**src/rtl/drive_cfg.svh**
```systemverilog
// bit positions, reset values and timing constants of the drive command word decoder
`ifndef DRIVE_CFG_SVH
`define DRIVE_CFG_SVH
`define CW_WIDTH 16
`define CW_BUS_WIDTH 32
`define CW_RESET 16'h0000
`define CW_B_ENABLE 0
`define CW_B_RUN_FORWARD_CMD 1
`define CW_B_JOG_FORWARD_CMD 2
`define CW_B_RUN_REVERSE_CMD 3
`define CW_B_DIR 4
`define CW_B_RUN 5
`define CW_B_LATCH 6
`define CW_B_FB_SEL 7
`define CW_B_REF_SEL 8
`define CW_B_JOG_REVERSE_CMD 9
`define CW_B_TRIP 12
`define CW_B_RESET 13
`define CW_B_WDOG 14
`define CW_USED_MASK 16'h73ff
`define TRIP_CODE_NONE 8'h00
`define TRIP_CODE_FORCED 8'h23
`define TRIP_CODE_WDOG 8'h1e
`define CLK_HZ 20000000
`define WDOG_TIMEOUT_MS 1000
`define MS_PER_S 1000
`endif

```
**src/rtl/drive_pkg.sv**
```systemverilog
// types shared by the drive command word decoder
package drive_pkg;
	// one set of sequencing commands toward the drive
	typedef struct packed {
		logic enable;
		logic run_forward_cmd;
		logic run_reverse_cmd;
		logic jog_forward_cmd;
		logic jog_reverse_cmd;
	} drive_cmd_t;

	// trip state seen by the status side
	typedef struct packed {
		logic tripped;
		logic forced;
		logic [7:0] code;
	} trip_info_t;

	// drive sequencing state, gray coded along idle-ready-run-trip
	typedef enum logic [1:0] {
		st_idle = 2'b00,
		st_ready = 2'b01,
		st_run = 2'b11,
		st_trip = 2'b10
	} drive_state_t;
endpackage : drive_pkg

```
**src/rtl/drive_control_word_decoder.sv**
```systemverilog
// drive command word decoder: run, jog, trip and link watchdog sequencing
`timescale 1ns/1ps
`include "drive_cfg.svh"

module drive_control_word_decoder #(
	parameter int WDOG_CYCLES = `CLK_HZ / `MS_PER_S * `WDOG_TIMEOUT_MS,
	parameter int WDOG_CNT_W = 25
) (
	input wire logic clk,
	input wire logic arst_n,
	input wire logic cw_wr,
	input wire logic [`CW_BUS_WIDTH-1:0] cw_wdata,
	output logic [`CW_BUS_WIDTH-1:0] cw_rdata,
	input wire logic external_hw_enable_input,
	input wire logic control_word_enable_setting,
	input wire drive_pkg::drive_cmd_t terminal_cmd,
	input wire logic drive_fault,
	input wire logic [7:0] drive_fault_code,
	output drive_pkg::drive_cmd_t drive_cmd,
	output logic direction_reverse,
	output logic seq_latch,
	output logic fieldbus_control_active,
	output logic reference_select_parameter,
	output drive_pkg::trip_info_t trip_info,
	output logic forced_trip_display,
	output logic watchdog_active,
	output logic watchdog_trip,
	output drive_pkg::drive_state_t drive_state
);
	import drive_pkg::*;

	// elaboration check: the counter must hold the whole timeout, reload included
	if (WDOG_CYCLES < 2 || WDOG_CYCLES >= (1 << WDOG_CNT_W)) begin : g_wdog_fit
		$error("WDOG_CYCLES does not fit the watchdog counter");
	end
	// a generate check, so a bad parameter stops elaboration rather than the run

	// a word bit test, used all over the decode
	function automatic logic cw_bit(input logic [`CW_WIDTH-1:0] w, input int pos);
		cw_bit = w[pos];
	endfunction : cw_bit

	logic [`CW_WIDTH-1:0] cw_r;
	logic [`CW_WIDTH-1:0] cw_prev_r;
	logic hw_en_s1_r;
	logic hw_en_s2_r;
	drive_cmd_t term_s1_r;
	drive_cmd_t term_s2_r;
	drive_cmd_t cmd_r;
	drive_cmd_t cmd_nxt;
	logic dir_r;
	logic seq_latch_r;
	logic fb_active_r;
	logic ref_sel_r;
	logic trip_r;
	logic trip_nxt;
	logic forced_r;
	logic [7:0] code_r;
	logic [7:0] code_nxt;
	logic wdog_on_r;
	logic wdog_trip_r;
	logic [WDOG_CNT_W-1:0] wdog_cnt_r;
	drive_state_t state_r;
	drive_state_t state_nxt;
	logic fb_sel;
	logic reset_edge;
	logic wdog_edge;
	logic wdog_expire;
	logic any_run;
	logic cause;

	// control word register; the reserved upper half is dropped and reads zero
	always_ff @(posedge clk or negedge arst_n) begin
		if (!arst_n) begin
			cw_r <= `CW_RESET;
		end else if (cw_wr) begin
			cw_r <= cw_wdata[`CW_WIDTH-1:0];
		end
	end

	// previous word, for the reset and watchdog edge detectors
	always_ff @(posedge clk or negedge arst_n) begin
		if (!arst_n) begin
			cw_prev_r <= `CW_RESET;
		end else begin
			cw_prev_r <= cw_r;
		end
	end

	assign cw_rdata = {{(`CW_BUS_WIDTH-`CW_WIDTH){1'b0}}, cw_r};

	// external_hw_enable_input and terminal_cmd: two flops before any logic looks at them
	always_ff @(posedge clk or negedge arst_n) begin
		if (!arst_n) begin
			hw_en_s1_r <= 1'b0;
			hw_en_s2_r <= 1'b0;
			term_s1_r <= '0;
			term_s2_r <= '0;
		end else begin
			hw_en_s1_r <= external_hw_enable_input;
			hw_en_s2_r <= hw_en_s1_r;
			term_s1_r <= terminal_cmd;
			term_s2_r <= term_s1_r;
		end
	end

	// edge and select decode; a steady reset level does nothing
	assign fb_sel = cw_bit(cw_r, `CW_B_FB_SEL) && control_word_enable_setting;
	assign reset_edge = cw_bit(cw_r, `CW_B_RESET) && !cw_bit(cw_prev_r, `CW_B_RESET);
	assign wdog_edge = cw_bit(cw_r, `CW_B_WDOG) && !cw_bit(cw_prev_r, `CW_B_WDOG)
		&& control_word_enable_setting;
	assign wdog_expire = wdog_on_r && (wdog_cnt_r == '0) && !wdog_edge;
	assign any_run = cw_bit(cw_r, `CW_B_RUN) || cw_bit(cw_r, `CW_B_RUN_FORWARD_CMD)
		|| cw_bit(cw_r, `CW_B_RUN_REVERSE_CMD);
	// forced trip is decoded outside the select gate, so it always acts
	assign cause = cw_bit(cw_r, `CW_B_TRIP) || wdog_expire || drive_fault;

	// command decode; bits 10, 11 and 15 are never looked at
	always_comb begin
		cmd_nxt = '0;
		if (fb_sel) begin
			cmd_nxt.enable = cw_bit(cw_r, `CW_B_ENABLE);
			// the run bit follows the direction bit, which alone starts nothing
			cmd_nxt.run_forward_cmd = cw_bit(cw_r, `CW_B_RUN_FORWARD_CMD)
				|| (cw_bit(cw_r, `CW_B_RUN) && !cw_bit(cw_r, `CW_B_DIR));
			cmd_nxt.run_reverse_cmd = cw_bit(cw_r, `CW_B_RUN_REVERSE_CMD)
				|| (cw_bit(cw_r, `CW_B_RUN) && cw_bit(cw_r, `CW_B_DIR));
			cmd_nxt.jog_forward_cmd = cw_bit(cw_r, `CW_B_JOG_FORWARD_CMD) && !any_run;
			cmd_nxt.jog_reverse_cmd = cw_bit(cw_r, `CW_B_JOG_REVERSE_CMD) && !any_run;
		end else begin
			cmd_nxt = term_s2_r; // terminal control
		end
		// no external_hw_enable_input or a live trip: everything off, motor coasts
		if (!hw_en_s2_r || trip_r || cause) begin
			cmd_nxt = '0;
		end
		// run and jog only mean something with enable set
		if (!cmd_nxt.enable) begin
			cmd_nxt = '0;
		end
	end

	// drive command outputs, registered
	always_ff @(posedge clk or negedge arst_n) begin
		if (!arst_n) begin
			cmd_r <= '0;
		end else begin
			cmd_r <= cmd_nxt;
		end
	end

	// direction select and reference select follow their bits directly
	always_ff @(posedge clk or negedge arst_n) begin
		if (!arst_n) begin
			dir_r <= 1'b0;
			ref_sel_r <= 1'b0;
			fb_active_r <= 1'b0;
		end else begin
			dir_r <= cw_bit(cw_r, `CW_B_DIR);
			ref_sel_r <= cw_bit(cw_r, `CW_B_REF_SEL);
			fb_active_r <= fb_sel;
		end
	end

	// sequencing latch holds a run request; latch release low clears and holds it
	always_ff @(posedge clk or negedge arst_n) begin
		if (!arst_n) begin
			seq_latch_r <= 1'b0;
		end else if (!cw_bit(cw_r, `CW_B_LATCH)) begin
			seq_latch_r <= 1'b0;
		end else if (cmd_nxt.run_forward_cmd || cmd_nxt.run_reverse_cmd) begin
			seq_latch_r <= 1'b1;
		end else if (!cmd_nxt.enable) begin
			seq_latch_r <= 1'b0;
		end
	end

	// trip: a present cause wins over the reset edge, so it trips again at once
	always_comb begin
		trip_nxt = trip_r;
		code_nxt = code_r;
		if (reset_edge) begin
			trip_nxt = 1'b0;
			code_nxt = `TRIP_CODE_NONE;
		end
		if (cw_bit(cw_r, `CW_B_TRIP)) begin
			trip_nxt = 1'b1;
			code_nxt = `TRIP_CODE_FORCED;
		end else if (wdog_expire) begin
			trip_nxt = 1'b1;
			code_nxt = `TRIP_CODE_WDOG;
		end else if (drive_fault) begin
			trip_nxt = 1'b1;
			code_nxt = drive_fault_code;
		end
	end

	// the master is expected to check trip_info before re-running
	always_ff @(posedge clk or negedge arst_n) begin
		if (!arst_n) begin
			trip_r <= 1'b0;
			code_r <= `TRIP_CODE_NONE;
			forced_r <= 1'b0;
		end else begin
			trip_r <= trip_nxt;
			code_r <= code_nxt;
			forced_r <= trip_nxt && (code_nxt == `TRIP_CODE_FORCED);
		end
	end

	// link watchdog: edge turns it on or reloads; expiry trips and turns it off
	always_ff @(posedge clk or negedge arst_n) begin
		if (!arst_n) begin
			wdog_on_r <= 1'b0;
			wdog_cnt_r <= '0;
			wdog_trip_r <= 1'b0;
		end else begin
			wdog_trip_r <= wdog_expire;
			if (wdog_edge) begin
				wdog_on_r <= 1'b1;
				wdog_cnt_r <= WDOG_CNT_W'(WDOG_CYCLES - 1);
			end else if (wdog_expire) begin
				wdog_on_r <= 1'b0;
			end else if (wdog_on_r) begin
				wdog_cnt_r <= wdog_cnt_r - 1'b1;
			end
		end
	end

	// sequencing state for the status side
	always_comb begin
		case (1'b1)
			trip_nxt: state_nxt = st_trip;
			(cmd_nxt.run_forward_cmd || cmd_nxt.run_reverse_cmd || cmd_nxt.jog_forward_cmd
				|| cmd_nxt.jog_reverse_cmd): state_nxt = st_run;
			cmd_nxt.enable: state_nxt = st_ready;
			default: state_nxt = st_idle;
		endcase
	end

	always_ff @(posedge clk or negedge arst_n) begin
		if (!arst_n) begin
			state_r <= st_idle;
		end else begin
			case (state_nxt)
				st_idle, st_ready, st_run, st_trip: state_r <= state_nxt;
				default: state_r <= st_idle;
			endcase
		end
	end

	assign drive_cmd = cmd_r;
	assign direction_reverse = dir_r;
	assign seq_latch = seq_latch_r;
	assign fieldbus_control_active = fb_active_r;
	assign reference_select_parameter = ref_sel_r;
	assign trip_info = '{tripped: trip_r, forced: forced_r, code: code_r};
	assign forced_trip_display = forced_r;
	assign watchdog_active = wdog_on_r;
	assign watchdog_trip = wdog_trip_r;
	assign drive_state = state_r;
endmodule : drive_control_word_decoder

```
**config.mk**
```make
export PLATFORM = sky130hd
export DESIGN_NAME = drive_control_word_decoder
export DESIGN_NICKNAME = d
export VERILOG_FILES = /design/src/rtl/drive_pkg.sv /design/src/rtl/drive_control_word_decoder.sv
export VERILOG_INCLUDE_DIRS = /design/src /design/src/rtl
export SDC_FILE = /design/constraint.sdc
export NUM_CORES = 1
export LEC_CHECK = 0
export BUFFER_PORTS_ARGS = -buffer_cell sky130_fd_sc_hd__buf_2
export CORE_MARGIN = 4
export CORE_UTILIZATION = 51
export DETAILED_ROUTE_END_ITERATION = 8
export PLACE_DENSITY = 0.82
export SYNTH_ARGS = -nofsm -noshare
export SYNTH_HDL_FRONTEND = slang
export SYNTH_SLANG_ARGS = --single-unit
```
**constraint.sdc**
```tcl
create_clock -name clk -period 2.1 [get_ports clk]
set_input_delay 0.105 -clock clk [delete_from_list [all_inputs] [get_ports clk]]
set_output_delay 0.105 -clock clk [all_outputs]
set_load 0.005 [all_outputs]
```
* Yosys cells after proc, flatten, opt, wreduce, memory -nomap -nowiden
Cells that the tools add are included.
Word-level totals: bits in registers 91, bits of input ports 51, output and inout port bits 56, word-level logic and storage cells 94
Cells by class: add/sub/neg operators 1, equal/unequal tests 6, muxes and demuxes 23, reduce and logical (&&, ||, !) cells 34
Operators with widths (count):
- 25-bit two-way mux | 3
- 8-bit two-way mux | 4
- 25-bit logical NOT | 1
- 25-bit by 1-bit subtractor with 25-bit output, second input constant | 1
- 5-bit two-way mux | 3
- 1-bit logical AND | 11
- 1-bit logical OR | 11
- 1-bit two-way mux | 10
- 8-bit by 6-bit equality test with 1-bit output, second input constant | 1
- 1-bit logical NOT | 6
- 2-bit two-way mux | 3
- 2-bit equality test, second input constant | 2
- 2-bit nonzero test | 2
- 4-bit OR reduction | 1
- 3-bit by 2-bit != test with 1-bit output, second input constant | 1
- 2-bit by 1-bit equality test with 1-bit output, second input constant | 1
- 2-bit logical NOT | 1
- 2-bit != test, second input constant | 1
- 2-bit AND reduction | 1

* Depth between registers and ports, before layout
depth after elaboration 18, mapped depth 8, gate-level depth less buffers 7

* Least setup slack after synthesis
OpenSTA, ideal clock, no wires.
kind register -> register, start reg wdog_cnt_r[0], end reg wdog_cnt_r[7], setup time 131 ps, arrival time 1778 ps, required time 1969 ps, slack 191 ps, stages on the path, launching flop included 9, period minus slack after synthesis 1909 ps, cells stage by stage dfrtp_1 -> inv_1 -> ha_1 -> nor2b_1 -> nand4_2 -> o21ai_2 -> buf_6 -> nor4_1 -> or3_1
On the way: word-level cells in the longest chain between the ends 5, elaborated cells on any way between the ends 9, those cells by class 1 x add/sub; 1 x eq/ne; 3 x mux; 4 x reduce/logical
RTL lines:
- from (decl) | line drive_control_word_decoder.sv:62 | logic [WDOG_CNT_W-1:0] wdog_cnt_r;
- from (signal assigned) | line drive_control_word_decoder.sv:221 | wdog_cnt_r <= WDOG_CNT_W'(WDOG_CYCLES - 1);
- from (signal assigned) | line drive_control_word_decoder.sv:225 | wdog_cnt_r <= wdog_cnt_r - 1'b1;
- parallel branches: the longest is 5 deep, another holds 25-bit by 1-bit subtractor with 25-bit output
Parallel ways; which one is timed is not known. The select of a mux whose other input is x is not followed. A chain may end at the register's enable or synchronous reset.

* Final worst setup path
start reg wdog_cnt_r[13], end reg wdog_cnt_r[7]
On the way: word-level cells in the longest chain between the ends 5
RTL lines:
- 25-bit logical NOT | line drive_control_word_decoder.sv:112 | assign wdog_expire = wdog_on_r && (wdog_cnt_r == '0) && !wdog_edge;
- 1-bit logical AND (2 in a row) | line drive_control_word_decoder.sv:112
- 2-bit != test (no line)
- 2-bit AND reduction (no line)
No other way between the ends.

==> results.md <==
* CP max-delay cell: dfrtp_1
* CP Class: reg2reg
* CTS root buf: clkbuf_8
* Layout Skew at 6.71 ps
* Area share of the largest cell type after synthesis at 55.5%
* # rows at 30
* Top cell family by delay on the critical path: simple AND/OR/NAND/NOR gates
* CP Cell Sequence: nor4_2, nand4_4, buf_4, o21ai_4, nor4_1, or3_1
* Reg2reg path depth at 6
* Antenna cells at 0
* Internal reg-to-reg setup slack at 80 ps
* Pre-CTS setup slack at 67.4 ps
* Starting Density at 52.1%
* Die X at 91.1 um
* Pin count of the biggest net entering global routing at 79
* Status: finished clean
* GRT overflow at 0
* Vias in the first global route at 2740
* CP Capture Point: wdog_cnt_r[7]
* R2R Path End: wdog_cnt_r[7]
* Initial antenna violation count at 0
* Crit. path cell count at 6
* Iter 0 DRT Violations at 130
* CP required at 2340 ps
* # clock sinks at 78
* Synth Register Bits at 78
* CP startpoint: wdog_cnt_r[13]
* Crit path max fanout at 9
* Cell count after synthesis at 315
* Vias after detailed routing at 2735
* Fillers at 505
* PortBufs at 74
* Top cells by area, synth: dfrtp_1 55%, mux2_2 5.1%, buf_4 3.8%
* Crit start category: flop
* CP arrival at 2250 ps
* Yosys warns at 0
* Syn-to-layout area delta at 24.2%
* Avg WL per Cell at 15.0 um
* Placed cells at 462
* Final ANT Viol Nets at 0
* Fraction of layout cells with a size suffix above 1 at 32.2%
* Leakage power at 1.97 nW
* Max-slew violation count at 0
* Hold Crit Class: in2reg
* Non-Filler Instances at 502
* Ys async rst share at 100%
* Final Hold Fails at 0
* CTS tree: done
* Total Wirelength at 7540 um
* Most frequent cell after synthesis: dfrtp_1
* Synth top cells by count: 78 x dfrtp_1, 24 x nand2_1, 21 x nor2_1, 18 x a21oi_1, 18 x buf_4
* WP buf/inv at 1
* Register area share after synthesis at 55.5%
* DR vias/cell at 5.45
* Final setup viols at 0
* Synth Area per Inst at 11.2 um^2
* EDFF count, synth at 0
* Max-Cap Viols at 0
* Num CTS Buffers at 9
* Largest stage delay, worst path at 430 ps
* DRC violations left at 0
* Ports at 107
* Top FF cell, synth: dfrtp_1
* Setup WS post-layout at 80.4 ps
* Yosys cell types at 55
* Cell taking the most area after synthesis: dfrtp_1
* Worst-path clk slew at 90 ps
* Post-DP HPWL at 5140 um
* Headroom to the max-slew limit at 35.7%
* Clk buf depth at 2
* CTS H-tree lvls at 3
* Gr usage total at 19.0%
* First-pass GRT wire length at 12600 um
* Pin slew with the least headroom to its limit at 965 ps
* Core area at 6760 um^2
* Drt first pass iters at 4
* Fmax at 0.495 GHz
* Die H at 91.1 um
* Worst R2R Start: wdog_cnt_r[13]
* Die footprint at 8290 um^2
* Period utilisation layout at 96.2%
* CP Capture Type: flop
* Pwr/cell area at 753 nW/um^2
* Worst vdd ir at 595 uV
* Final Critical Period at 2020 ps
* NumNets Final at 470
* Routability congestion estimate from global placement at 0.807
* Worst skew pair latency at 360 ps
* Setup total negative slack at 0 ps
* Mapped cell area at 3520 um^2
## layout by cell type (no fill, tap or decap), types with 3 or more instances in the layout
cell type / count
or3_1: 13
clkbuf_8: 9
nand4_1: 5
o21ai_0: 13
inv_1: 6
nand3_1: 9
nor2_1: 21
buf_2: 73
a21o_1: 4
dlygate4sd3_1: 24
a21oi_1: 18
buf_4: 11
dfrtp_1: 77
nor3_1: 6
mux2_2: 16
or4_1: 6
xor2_1: 3
conb_1: 16
nand2_1: 24
o31ai_1: 9
## cell families (layout without fill, tap and decap cells)
logic type	after synthesis	in the layout	synth area share [%]
simple gates	110	110	18.4
compound gates	62	62	11.3
xor+xnor	5	5	1.24
fa+ha+maj	2	2	0.711
buf+inv	39	131	7.07
flops	78	78	55.5
mux	18	18	5.69
other cells	1	16	0.107
## registers in the layout, indices dropped and copies added (netlist names), 2 cells and up
register     cells
cw_r            16
term_s1_r        5
code_r           8
term_s2_r        5
drive_state      2
cw_prev_r        4
wdog_cnt_r      25
drive_cmd        5
## cell type report
| type | count | area, um^2 | area share [%] |
|---|---|---|---|
| tap | 80 | 100 | 2.29 |
| timing repair buffer | 109 | 708 | 16.2 |
| multi-input combinational | 213 | 1400 | 32.0 |
| sequential | 78 | 1950 | 44.7 |
| clock buffer | 9 | 124 | 2.83 |
| clock inverter | 7 | 65.1 | 1.49 |
| inverter | 6 | 22.5 | 0.515 |
## worst min path at each step
stage	start	end	slack, ps	cells after the start
detailed placement	terminal_cmd[4]	term_s1_r[4]	210	1
finish	drive_fault_code[4]	code_r[4]	10	3
CTS	drive_fault_code[4]	code_r[4]	4	3
global route	drive_fault_code[4]	code_r[4]	30	3
floorplan	arst_n	code_r[0]	-190	0
global placement	terminal_cmd[4]	term_s1_r[4]	210	1
## worst min-delay path, stage by stage
cell and delay (ps):
buf_2 70, a211oi_1 80, nor2_1 80
## where the power goes
group | switching, W | total [W] | internal, W
Sequential | 0.000112 | 0.00173 | 0.00162
Combinational | 0.000242 | 0.000490 | 0.000247
Clock | 0.000618 | 0.00108 | 0.000457
Total | 0.000973 | 0.00329 | 0.00232
## layer usage
metal | up-vias | GRT usage, % | part of all wire (%)
met3 | 14 | 4.89 | 5.8
met5 | - | 0 | 0
met1 | 1338 | 23.7 | 42
li1 | 1304 | - | -
met2 | 79 | 31.1 | 51
met4 | 0 | 8.42 | 1.7
## timing repair
item	CTS	global route
buffers inserted	0	0
endpoints found under the hold margin	101	0
hold buffers	24	0
setup endpoints to repair	0	20
resized for setup	0	5
## per-stage QoR
step | total power [W] | utilization [%] | instance area [um^2] | hold slack (ps)
5_1_grt | 0.00346 | 64.7 | 4370 | 34.7
2_1_floorplan | 0.00202 | - | 3580 | -191
3_5_place_dp | 0.00221 | 58.0 | 3920 | 214
4_1_cts | 0.00331 | 64.3 | 4350 | 4.30
3_3_place_gp | 0.00218 | 58.0 | 3920 | 215
6_report | 0.00329 | 64.7 | 4370 | 11.0
No activity file was read; power rests on OpenSTA's default activity.
